[src/shared/bfr_pkg.sv]
// ============================================================
// shared constants for the bidirectional queue control slice
// ============================================================
package bfr_pkg;

    localparam int DATA_W = 36;
    localparam int QUEUE_DEPTH = 16;
    localparam int BYTE_LAST = 3;
    localparam int WORD_LAST = 1;

    // ========================================================
    // register map (byte addresses)
    // ========================================================
    localparam logic [7:0] ADDR_CTRL = 8'h00;
    localparam logic [7:0] ADDR_STAT = 8'h04;

    // control register fields
    localparam int CTRL_REPLAY_BIT = 0;
    localparam int CTRL_NARROW_BIT = 1;
    localparam int CTRL_BYTE_BIT = 2;
    localparam int CTRL_BIG_BIT = 3;
    localparam int CTRL_W = 4;
    localparam logic [3:0] CTRL_RESET = 4'h0;

    // status register fields
    localparam int STAT_FWD_EMPTY_BIT = 0;
    localparam int STAT_FWD_FULL_BIT = 1;
    localparam int STAT_REV_EMPTY_BIT = 2;
    localparam int STAT_REV_FULL_BIT = 3;
    localparam int STAT_MAIL_N_BIT = 4;
    localparam int STAT_FWD_LVL_POS = 8;
    localparam int STAT_REV_LVL_POS = 16;
    localparam int STAT_LVL_W = 8;

    // ========================================================
    // port b bus width
    // ========================================================
    typedef enum logic [1:0] {
        BFR_LONG,
        BFR_WORD,
        BFR_BYTE
    } bfr_width_e;

    localparam logic [35:0] MASK_LONG = 36'hfffffffff;
    localparam logic [35:0] MASK_WORD = 36'h00003ffff;
    localparam logic [35:0] MASK_BYTE = 36'h0000001ff;
    localparam logic [5:0] CHUNK_WORD = 6'h12;
    localparam logic [5:0] CHUNK_BYTE = 6'h09;

endpackage

[src/shared/bfr_stream_if.sv]
`timescale 1ns/1ps
`default_nettype none
// ============================================================
// valid/ready word stream between internal stages
// ============================================================
interface bfr_stream_if #(parameter int W = 36);
    logic valid;
    logic ready;
    logic [W-1:0] data;
    modport src (output valid, output data, input ready);
    modport snk (input valid, input data, output ready);
endinterface
`default_nettype wire

[src/hdl/bfr_skid.sv]
`timescale 1ns/1ps
`default_nettype none
// ============================================================
// two-entry buffer with valid/ready on both sides
// ============================================================
module bfr_skid #(
    parameter int W = 36
) (
    input wire logic clk, // core clock
    input wire logic resetn, // async reset, active low
    input wire logic flush, // drop held words
    bfr_stream_if.snk in_s, // filling side
    bfr_stream_if.src out_s // draining side
);
    logic [W-1:0] mem_q [2];
    logic [W-1:0] mem_d [2];
    logic wp_q, wp_d, rp_q, rp_d;
    logic [1:0] cnt_q, cnt_d;
    logic take, give;

    assign in_s.ready = (cnt_q != 2'h2);
    assign out_s.valid = (cnt_q != 2'h0);
    assign out_s.data = mem_q[rp_q];
    assign take = in_s.valid && in_s.ready;
    assign give = out_s.valid && out_s.ready;

    always_comb begin
        mem_d = mem_q;
        wp_d = wp_q;
        rp_d = rp_q;
        cnt_d = cnt_q;
        if (flush) begin
            wp_d = 1'b0;
            rp_d = 1'b0;
            cnt_d = 2'h0;
        end else begin
            if (take) begin
                mem_d[wp_q] = in_s.data;
                wp_d = ~wp_q;
            end
            if (give) begin
                rp_d = ~rp_q;
            end
            cnt_d = 2'(cnt_q + {1'b0, take} - {1'b0, give});
        end
    end

    always_ff @(posedge clk or negedge resetn) begin
        if (!resetn) begin
            mem_q[0] <= '0;
            mem_q[1] <= '0;
            wp_q <= 1'b0;
            rp_q <= 1'b0;
            cnt_q <= 2'h0;
        end else begin
            mem_q <= mem_d;
            wp_q <= wp_d;
            rp_q <= rp_d;
            cnt_q <= cnt_d;
        end
    end
endmodule
`default_nettype wire

[src/hdl/bfr_queue.sv]
`timescale 1ns/1ps
`default_nettype none
// ============================================================
// one queue: flop storage, partial reset and replay
// ============================================================
module bfr_queue #(
    parameter int W = 36,
    parameter int DEPTH = 16,
    parameter int LW = $clog2(DEPTH) + 1
) (
    input wire logic clk, // core clock
    input wire logic resetn, // async reset, active low
    input wire logic prst, // partial reset, both pointers
    input wire logic rtx, // replay, read pointer only
    bfr_stream_if.snk in_s, // write side
    bfr_stream_if.src out_s, // read side, head word shown
    output logic [LW-1:0] level // words held
);
    localparam int AW = LW - 1;
    logic [W-1:0] mem_q [DEPTH];
    logic [W-1:0] mem_d [DEPTH];
    logic [LW-1:0] wr_q, wr_d, rd_q, rd_d;
    logic take, give;

    assign level = LW'(wr_q - rd_q);
    assign in_s.ready = (level != LW'(DEPTH)) && !prst;
    assign out_s.valid = (wr_q != rd_q) && !prst && !rtx;
    assign out_s.data = mem_q[rd_q[AW-1:0]];
    assign take = in_s.valid && in_s.ready;
    assign give = out_s.valid && out_s.ready;

    always_comb begin
        mem_d = mem_q;
        wr_d = wr_q;
        rd_d = rd_q;
        if (take) begin
            mem_d[wr_q[AW-1:0]] = in_s.data;
            wr_d = LW'(wr_q + 1'b1);
        end
        if (give) begin
            rd_d = LW'(rd_q + 1'b1);
        end
        if (prst) begin
            wr_d = '0;
            rd_d = '0;
        end else if (rtx) begin
            rd_d = '0;
        end
    end

    always_ff @(posedge clk or negedge resetn) begin
        if (!resetn) begin
            for (int i = 0; i < DEPTH; i++) begin
                mem_q[i] <= '0;
            end
            wr_q <= '0;
            rd_q <= '0;
        end else begin
            mem_q <= mem_d;
            wr_q <= wr_d;
            rd_q <= rd_d;
        end
    end
endmodule
`default_nettype wire

[src/hdl/bfr_ctrl.sv]
// Operation
// - forward pin low, replay off: both forward pointers to zero.
// - forward partial reset clears the port B output register.
// - partial reset keeps width, endian and other configuration.
// - forward pin low, replay on: only forward read pointer zeroed.
// - reverse pin low, replay off: both reverse pointers to zero.
// - reverse pin low, replay on: only reverse read pointer zeroed.
// - narrow bus, width select high: port B moves 9-bit bytes.
// - narrow bus, width select low: port B moves 18-bit words.
// - port A direction high writes, low reads.
// - port A outputs undriven while port A writes.
// - port B direction low writes, high reads.
// - port B outputs undriven while port B writes.
// - narrow bus off: port B is a full long-word port.
// - forward reset sets the forward mail flag high.
`timescale 1ns/1ps
`default_nettype none
module bfr_ctrl #(
    parameter int DEPTH = bfr_pkg::QUEUE_DEPTH
) (
    input wire logic clk, // 250 MHz core clock
    input wire logic resetn, // async reset, active low
    // apb slave
    input wire logic psel, // apb select
    input wire logic penable, // apb access phase
    input wire logic pwrite, // apb direction
    input wire logic [7:0] paddr, // apb byte address
    input wire logic [31:0] pwdata, // apb write data
    output logic [31:0] prdata, // apb read data
    output logic pready, // apb ready
    output logic pslverr, // apb error
    // queue reset / replay pins
    input wire logic fwd_partial_reset_n, // forward reset/replay
    input wire logic rev_partial_reset_n, // reverse reset/replay
    // port a
    input wire logic porta_xfer_en, // port a enable
    input wire logic porta_select_n, // port a chip select
    input wire logic porta_dir_sel, // 1 write, 0 read
    input wire logic porta_mail_sel, // write goes to mailbox
    input wire logic [bfr_pkg::DATA_W-1:0] porta_din, // port a in
    output logic [bfr_pkg::DATA_W-1:0] porta_dout, // port a out
    output logic porta_dout_oe, // port a drive enable
    output logic porta_in_ready, // port a write accepted
    // port b
    input wire logic portb_xfer_en, // port b enable
    input wire logic portb_select_n, // port b chip select
    input wire logic portb_dir_sel, // 0 write, 1 read
    input wire logic portb_mail_sel, // read comes from mailbox
    input wire logic [bfr_pkg::DATA_W-1:0] portb_din, // port b in
    output logic [bfr_pkg::DATA_W-1:0] portb_dout, // port b out
    output logic portb_dout_oe, // port b drive enable
    output logic portb_in_ready, // port b write accepted
    output logic fwd_mail_full_n // 0 while mail waits
);
    import bfr_pkg::*;

    localparam int LW = $clog2(DEPTH) + 1;

    // ========================================================
    // internal streams and queues
    // ========================================================
    bfr_stream_if #(.W(DATA_W)) pa_s ();
    bfr_stream_if #(.W(DATA_W)) fq_in ();
    bfr_stream_if #(.W(DATA_W)) fq_out ();
    bfr_stream_if #(.W(DATA_W)) rq_in ();
    bfr_stream_if #(.W(DATA_W)) rq_out ();

    logic [LW-1:0] fwd_level, rev_level;
    logic fwd_prst, fwd_rtx, rev_prst, rev_rtx;
    logic [CTRL_W-1:0] ctrl_q, ctrl_d;
    logic replay_mode_sel, narrow_bus_sel;

    assign replay_mode_sel = ctrl_q[CTRL_REPLAY_BIT];
    assign narrow_bus_sel = ctrl_q[CTRL_NARROW_BIT];

    // reset pins act level-wise every edge they are held low
    assign fwd_prst = !fwd_partial_reset_n && !replay_mode_sel;
    assign fwd_rtx = !fwd_partial_reset_n && replay_mode_sel;
    assign rev_prst = !rev_partial_reset_n && !replay_mode_sel;
    assign rev_rtx = !rev_partial_reset_n && replay_mode_sel;

    bfr_skid #(.W(DATA_W)) u_pa_skid (
        .clk(clk),
        .resetn(resetn),
        .flush(fwd_prst),
        .in_s(pa_s),
        .out_s(fq_in)
    );

    bfr_queue #(.W(DATA_W), .DEPTH(DEPTH), .LW(LW)) u_fwd (
        .clk(clk),
        .resetn(resetn),
        .prst(fwd_prst),
        .rtx(fwd_rtx),
        .in_s(fq_in),
        .out_s(fq_out),
        .level(fwd_level)
    );

    bfr_queue #(.W(DATA_W), .DEPTH(DEPTH), .LW(LW)) u_rev (
        .clk(clk),
        .resetn(resetn),
        .prst(rev_prst),
        .rtx(rev_rtx),
        .in_s(rq_in),
        .out_s(rq_out),
        .level(rev_level)
    );

    // ========================================================
    // port b width
    // ========================================================
    bfr_width_e width_m;
    logic [1:0] last_idx;
    logic [35:0] chunk_m;
    logic [5:0] chunk_w;

    // width is a static strap: no realignment on change
    always_comb begin
        width_m = BFR_LONG;
        if (!narrow_bus_sel) begin
            width_m = BFR_LONG;
        end else if (ctrl_q[CTRL_BYTE_BIT]) begin
            width_m = BFR_BYTE;
        end else begin
            width_m = BFR_WORD;
        end
    end

    always_comb begin
        last_idx = 2'h0;
        chunk_m = MASK_LONG;
        chunk_w = 6'h00;
        case (width_m)
            BFR_BYTE: begin
                last_idx = 2'(BYTE_LAST);
                chunk_m = MASK_BYTE;
                chunk_w = CHUNK_BYTE;
            end
            BFR_WORD: begin
                last_idx = 2'(WORD_LAST);
                chunk_m = MASK_WORD;
                chunk_w = CHUNK_WORD;
            end
            default: begin
                last_idx = 2'h0;
                chunk_m = MASK_LONG;
                chunk_w = 6'h00;
            end
        endcase
    end

    // big endian moves the most significant chunk first
    function automatic logic [5:0] chunk_shift(input logic [1:0] idx,
            input logic [1:0] last, input logic big, input logic [5:0] cw);
        logic [1:0] pos;
        pos = big ? 2'(last - idx) : idx;
        return 6'(cw * {4'h0, pos});
    endfunction

    // ========================================================
    // port decode
    // ========================================================
    logic pa_act, pa_rd, pa_wr, pb_act, pb_rd, pb_wr;

    assign pa_act = porta_xfer_en && !porta_select_n;
    assign pa_wr = pa_act && porta_dir_sel;
    assign pa_rd = pa_act && !porta_dir_sel;
    assign pb_act = portb_xfer_en && !portb_select_n;
    assign pb_wr = pb_act && !portb_dir_sel;
    assign pb_rd = pb_act && portb_dir_sel;

    // port a words pass the buffer first
    assign pa_s.valid = pa_wr && !porta_mail_sel;
    assign pa_s.data = porta_din;
    assign porta_in_ready = pa_s.ready;

    assign porta_dout_oe = pa_act && !porta_dir_sel;
    assign portb_dout_oe = pb_act && portb_dir_sel;

    // ========================================================
    // data path state
    // ========================================================
    logic [DATA_W-1:0] pa_out_q, pa_out_d, pb_out_q, pb_out_d;
    logic [DATA_W-1:0] mail_q, mail_d, asm_q, asm_d;
    logic mail_n_q, mail_n_d;
    logic [1:0] rd_idx_q, rd_idx_d, wr_idx_q, wr_idx_d;
    logic [5:0] rd_sh, wr_sh;
    logic [35:0] wr_word;
    logic big;

    assign big = ctrl_q[CTRL_BIG_BIT];
    assign rd_sh = chunk_shift(rd_idx_q, last_idx, big, chunk_w);
    assign wr_sh = chunk_shift(wr_idx_q, last_idx, big, chunk_w);
    assign wr_word = (asm_q & ~(chunk_m << wr_sh))
        | ((portb_din & chunk_m) << wr_sh);

    assign rq_in.data = wr_word;
    assign rq_in.valid = pb_wr && !rev_prst && (wr_idx_q == last_idx);
    assign portb_in_ready = (wr_idx_q != last_idx) || rq_in.ready;
    assign rq_out.ready = pa_rd;
    assign fq_out.ready = pb_rd && !portb_mail_sel
        && (rd_idx_q == last_idx);

    always_comb begin
        pa_out_d = pa_out_q;
        pb_out_d = pb_out_q;
        mail_d = mail_q;
        mail_n_d = mail_n_q;
        asm_d = asm_q;
        rd_idx_d = rd_idx_q;
        wr_idx_d = wr_idx_q;
        // mailbox
        if (pa_wr && porta_mail_sel && mail_n_q) begin
            mail_d = porta_din;
            mail_n_d = 1'b0;
        end
        // port b read, chunked from the forward head word
        if (pb_rd && portb_mail_sel) begin
            pb_out_d = mail_q & chunk_m;
            mail_n_d = 1'b1;
        end else if (pb_rd && fq_out.valid) begin
            pb_out_d = (fq_out.data >> rd_sh) & chunk_m;
            rd_idx_d = (rd_idx_q == last_idx) ? 2'h0
                : 2'(rd_idx_q + 1'b1);
        end
        // port b write, assembled into a reverse word
        if (pb_wr && portb_in_ready) begin
            asm_d = (wr_idx_q == last_idx) ? '0 : wr_word;
            wr_idx_d = (wr_idx_q == last_idx) ? 2'h0
                : 2'(wr_idx_q + 1'b1);
        end
        // port a read of the reverse queue
        if (pa_rd && rq_out.valid) begin
            pa_out_d = rq_out.data;
        end
        if (fwd_prst) begin
            pb_out_d = '0;
            mail_n_d = 1'b1;
            rd_idx_d = 2'h0;
        end else if (fwd_rtx) begin
            rd_idx_d = 2'h0;
        end
        if (rev_prst) begin
            pa_out_d = '0;
            asm_d = '0;
            wr_idx_d = 2'h0;
        end
    end

    always_ff @(posedge clk or negedge resetn) begin
        if (!resetn) begin
            pa_out_q <= '0;
            pb_out_q <= '0;
            mail_q <= '0;
            mail_n_q <= 1'b1;
            asm_q <= '0;
            rd_idx_q <= 2'h0;
            wr_idx_q <= 2'h0;
        end else begin
            pa_out_q <= pa_out_d;
            pb_out_q <= pb_out_d;
            mail_q <= mail_d;
            mail_n_q <= mail_n_d;
            asm_q <= asm_d;
            rd_idx_q <= rd_idx_d;
            wr_idx_q <= wr_idx_d;
        end
    end

    assign porta_dout = pa_out_q;
    assign portb_dout = pb_out_q;
    assign fwd_mail_full_n = mail_n_q;

    // ========================================================
    // apb slave: data loaded in setup, answered in access
    // ========================================================
    logic [31:0] prdata_q, prdata_d, stat;
    logic err_q, err_d, setup, access;

    assign setup = psel && !penable;
    assign access = psel && penable;

    always_comb begin
        stat = '0;
        stat[STAT_FWD_EMPTY_BIT] = !fq_out.valid;
        stat[STAT_FWD_FULL_BIT] = !fq_in.ready;
        stat[STAT_REV_EMPTY_BIT] = !rq_out.valid;
        stat[STAT_REV_FULL_BIT] = !rq_in.ready;
        stat[STAT_MAIL_N_BIT] = mail_n_q;
        stat[STAT_FWD_LVL_POS +: STAT_LVL_W] = STAT_LVL_W'(fwd_level);
        stat[STAT_REV_LVL_POS +: STAT_LVL_W] = STAT_LVL_W'(rev_level);
    end

    // partial resets never touch ctrl_q
    always_comb begin
        ctrl_d = ctrl_q;
        prdata_d = prdata_q;
        err_d = err_q;
        if (setup) begin
            if (paddr == ADDR_CTRL) begin
                prdata_d = {28'h0000000, ctrl_q};
                err_d = 1'b0;
            end else if (paddr == ADDR_STAT) begin
                prdata_d = stat;
                err_d = 1'b0;
            end else begin
                prdata_d = '0;
                err_d = 1'b1;
            end
        end
        if (access && pwrite && paddr == ADDR_CTRL) begin
            ctrl_d = pwdata[CTRL_W-1:0];
        end
    end

    always_ff @(posedge clk or negedge resetn) begin
        if (!resetn) begin
            ctrl_q <= CTRL_RESET;
            prdata_q <= '0;
            err_q <= 1'b0;
        end else begin
            ctrl_q <= ctrl_d;
            prdata_q <= prdata_d;
            err_q <= err_d;
        end
    end

    assign prdata = prdata_q;
    assign pready = 1'b1;
    assign pslverr = access && err_q;
endmodule
`default_nettype wire

[config.mk]
export PLATFORM = sky130hd
export DESIGN_NAME = bfr_ctrl
export DESIGN_NICKNAME = d
export VERILOG_FILES = /design/src/shared/bfr_pkg.sv /design/src/shared/bfr_stream_if.sv /design/src/hdl/bfr_skid.sv /design/src/hdl/bfr_queue.sv /design/src/hdl/bfr_ctrl.sv
export SDC_FILE = /design/constraint.sdc
export NUM_CORES = 2
export LEC_CHECK = 0
export ABC_AREA = 1
export BUFFER_PORTS_ARGS = -buffer_cell sky130_fd_sc_hd__buf_4
export CORE_UTILIZATION = 36
export CTS_CLUSTER_DIAMETER = 150
export CTS_CLUSTER_SIZE = 40
export DETAILED_ROUTE_END_ITERATION = 10
export GPL_TIMING_DRIVEN = 0
export PLACE_DENSITY = 0.49
export SLEW_MARGIN = 20
export SYNTH_ARGS = -nofsm -noshare
export SYNTH_HDL_FRONTEND = slang
export SYNTH_SLANG_ARGS = --single-unit
[constraint.sdc]
create_clock -name clk -period 8.8 [get_ports clk]
set_input_delay 1.76 -clock clk [delete_from_list [all_inputs] [get_ports clk]]
set_output_delay 1.76 -clock clk [all_outputs]
set_load 0.01 [all_outputs]
==> results by group <==
Timing
  • Final Skew: ~65 ps
  • Maximum clock rate: roughly 130 MHz
  • Slew HR: around 18%
  • Final TNS setup: 0 ps
  • Max-slew violation count: 0
  • Final setup viols: 0
  • Final Cycle Share: approximately 88%
  • RSZ-0062 raised after global routing: false
  • Final hold violations: 0
  • Period minus WS final: between 7000 and 8000 ps
  • Worst-Margin Slew: around 1200 ps

Logic synthesis
  • Mapped Area: 68390 um2
  • Synthesized area per cell: approximately 8.6 um2
  • Synth warnings: 0
  • EDFF count, synth: 0
  • Post-synth top area cell: dfrtp_1
  • Cells after Synth: ~8000
  • Ys flop type: dfrtp_1
  • Top-area cell type share of the netlist area: just over 50%
  • Synth area leaders: dfrtp_1 (52%), nand2_1 (15%), mux2_2 (8.2%)
  • FFs w/ async S/R, synth: 100.0%
  • Number of distinct library cells after synthesis: 65
  • Sequential cell area fraction in the yosys report: 51.85%
  • Flop and latch count out of synthesis: about 1400

Floorplan
  • Die Footprint: around 190000 um2
  • Die W: about 440 um
  • Initial Util: between 30% and 40%
  • Die boundary height: 437.9 um
  • Row count: 159
  • I/O pins: about 240
  • Core Footprint: 188200 um2

Power and ir drop
  • Net switching power figure: roughly 5.7 mW
  • Clock power frac: 21.7%
  • P_int: around 8.8 mW
  • Sequential power share: 48.6%
  • Pleak: between 30 and 40 nW
  • VDD IR-drop max: 0.1379 mV
  • Combinational power share: roughly 30%
  • Switch share: about two fifths
  • Power density cells: a little under 200 nW/um2

Status
  • Outcome: finished with violations
  • Violated checks: DRC

Worst setup path
  • CP arrival: about 6000 ps
  • Most frequent CP cell: nand2_1
  • Worst R2R Path Depth: 20
  • Cell Chain, Critical Path: inv_1 > clkbuf_1 > clkbuf_1 > clkbuf_2 > ha_1 > nand2_1 > inv_1 > nand2_1 > nand2_1 > xor2_1 > o31ai_2 > nand3_1 > buf_4
  • Critical path class: flip-flop to output pin
  • Crit path launch type: flip-flop
  • Slowest CP cell: clkbuf_1
  • Critical Path RT: slightly above 7000 ps
  • CP peak stage delay: ~960 ps
  • Crit Path Max Fanout: 10
  • CP Capture Type: output pin

Clocking
  • CTS buffer count: 42
  • Clock Pin Slew Worst Setup and Hold Paths: roughly 180 ps
  • Clk_lat worst skew: between 700 and 800 ps
  • Hold_buf cts: 0
  • Post-CTS setup buffer count: 0
  • TritonCTS Sinks: roughly 1400
  • CTS Buffer Depth: 3
  • TritonCTS clock tree: yes
  • Clock root buffer: clkbuf_16
  • H-tree levels: 2
  • Post-CTS sizing: 0

Layout
  • Fillcell total: 19560
  • Fin nets: roughly 8400
  • Finished Core Util: 39.67%
  • Sequential cell area: ~35000 um2
  • Fraction of layout cells with a size suffix above 1: roughly 13%
  • Area of the multi-input gates: roughly 29000 um2
  • Final instance area: around 75000 um2
  • Area Overhead vs Synth: 9.164%

Route
  • Routed len/inst: 29.03 um
  • DR vias: 60890
  • DRT iter0 DRCs: about 7800
  • Post-route antenna net violation count: 0
  • DRC Markers: 10
  • DR pass1 iterations: 9
  • DRT Wirelength: ~310000 um
  • DR vias/cell: ~5.7

Placed design
  • Post-DP HPWL: 232700 um
  • Buffers on Ports: roughly 190
  • Post-placement cell area: 73390 um2
  • Placer Congestion: just over 1

Hold path
  • Hold-critical path depth: 1
  • Worst Hold Class: flip-flop to flip-flop

Global route
  • Wire length of the first global-routing pass: about 440000 um
  • Vias in the first global route: roughly 58000
  • Initial antenna violation count: 27
  • Total Routing Usage GR: between 30% and 40%
  • Largest net degree at the start of global routing: 140
  • Total congestion overflow: 0

Run
  • Total of max-cap violations: 0
[kinds of logic (layout without fill, tap and decap cells)]
group | Yosys count | in the layout | share of synthesized area, %
AND/OR/NAND/NOR | 3591 | 3591 | 21.35
other | 2 | 26 | 0.01098
flip-flops | 1417 | 1417 | 51.85
buffers and inverters | 1020 | 1283 | 6.182
adder cells (fa/ha/maj) | 29 | 29 | 0.5525
multiplexers | 507 | 507 | 8.334
XOR/XNOR | 15 | 15 | 0.1921
AO/OA/AOI/OAI | 1350 | 1350 | 11.53
[cell usage after synthesis (20+ instances only)]
cell type and instances:
a211oi_1 29, a21oi_1 145, a31oi_1 56, a32o_1 28, buf_1 48, buf_2 134, buf_4 34, clkbuf_1 366
dfrtp_1 1416, ha_1 27, inv_1 393, inv_2 23, mux2_2 499, nand2_1 2648, nand3_1 609, nor2_1 246
nor2_2 20, o2111ai_1 25, o211ai_1 23, o21ai_0 739, o21ai_1 93, o221ai_1 105, o22ai_1 49
[stage by stage]
step                worst slack [ps]  instances  power, mW  hold WS (ps)
detailed placement              2011      10650      11.34         453.8
CTS                             1317      10710      14.43         488.8
floorplan                       4504       7947      9.132         436.6
global route                    1189      10710      14.98         513.7
global placement              -12600      10630      11.31         452.2
finish                          1063      10710      14.53         488.1
[cell usage in the layout (no fill, tap or decap), types with 14 or more instances in the layout]
cell type  synthesis  routed
o211ai_1          23      23
o21ai_1           93      93
a21oi_1          145     145
conb_1             2      18
inv_1            393     393
o22ai_1           49      49
o221ai_1         105     105
o2111ai_1         25      25
inv_2             23      23
nor3_1            14      14
nand2_1         2648    2648
buf_4             34     224
clkbuf_16          0      45
clkbuf_1         366     364
dfrtp_1         1416    1416
o21ai_0          739     739
nor2_1           246     243
a31oi_1           56      56
a32o_1            28      28
a211oi_1          29      29
nor2_2            20      22
ha_1              27      27
mux2_2           499     499
nand3_1          609     609
o31a_1            14      14
buf_2            134     134
buf_1             48      48
[flip-flops by register name, summed over array words and instances (netlist names), 15 cells and up]
name,count
asm_q,36
mail_q,36
porta_dout,36
portb_dout,36
prdata,15
u_fwd.mem_q,576
u_pa_skid.mem_q,72
u_rev.mem_q,576
[metal layers]
metal / wire [um] / GRT usage, % / share of wire [%] / vias to the layer above
met4: 9342 / 8.634 / 3.0 / 0
li1: - / - / - / 26580
met1: 139300 / 46.85 / 45 / 31050
met3: 32600 / 8.524 / 10 / 343
met5: 0 / 0 / 0 / -
met2: 129800 / 45.92 / 42 / 2917
[power by group through the flow]
stage	registers (mW)	clock network [mW]	logic, mW
3_3_place_gp	7.18	0	4.13
2_1_floorplan	7.13	0	2.00
4_1_cts	7.06	3.19	4.18
3_5_place_dp	7.18	0	4.16
6_report	7.06	3.15	4.31
5_1_grt	7.10	3.36	4.51
[critical path, delay by kind of cell, from the launching register on]
kind	cells	cell delay, ps
AOI/OAI and AO/OA	1	840
adders and majority gates	1	380
DFF	1	440
xor gates and xnor gates	1	180
buffers and inverters	6	2610
and+or+nand+nor	4	720
[worst paths after layout]
kind | from | end | slack (ps)
worst max-delay path | u_rev.rd_q[2] | portb_in_ready | 1060
worst min-delay path | u_fwd.rd_q[4] | u_fwd.rd_q[4] | 490
worst max register to register | u_fwd.rd_q[1] | u_fwd.mem_q[28] | 2140
worst min register to register | u_fwd.rd_q[4] | u_fwd.rd_q[4] | 490
max in group asynchronous | resetn | asm_q[35] | 5400
min in group asynchronous | resetn | u_fwd.mem_q[140] | 1140
[cell type report]
cell class / count / share of cell area [%]
clock inverters: 6 / 0.09385
inverters: 422 / 2.125
diodes: 8 / 0.02682
well taps: 2495 / 4.182
repair buffers: 204 / 2.410
plain buffers: 598 / 3.555
flip-flops and latches: 1417 / 47.50
clock buffers: 53 / 1.549
multi-input cells: 5510 / 38.56
Power figures use the tool's default switching activity.
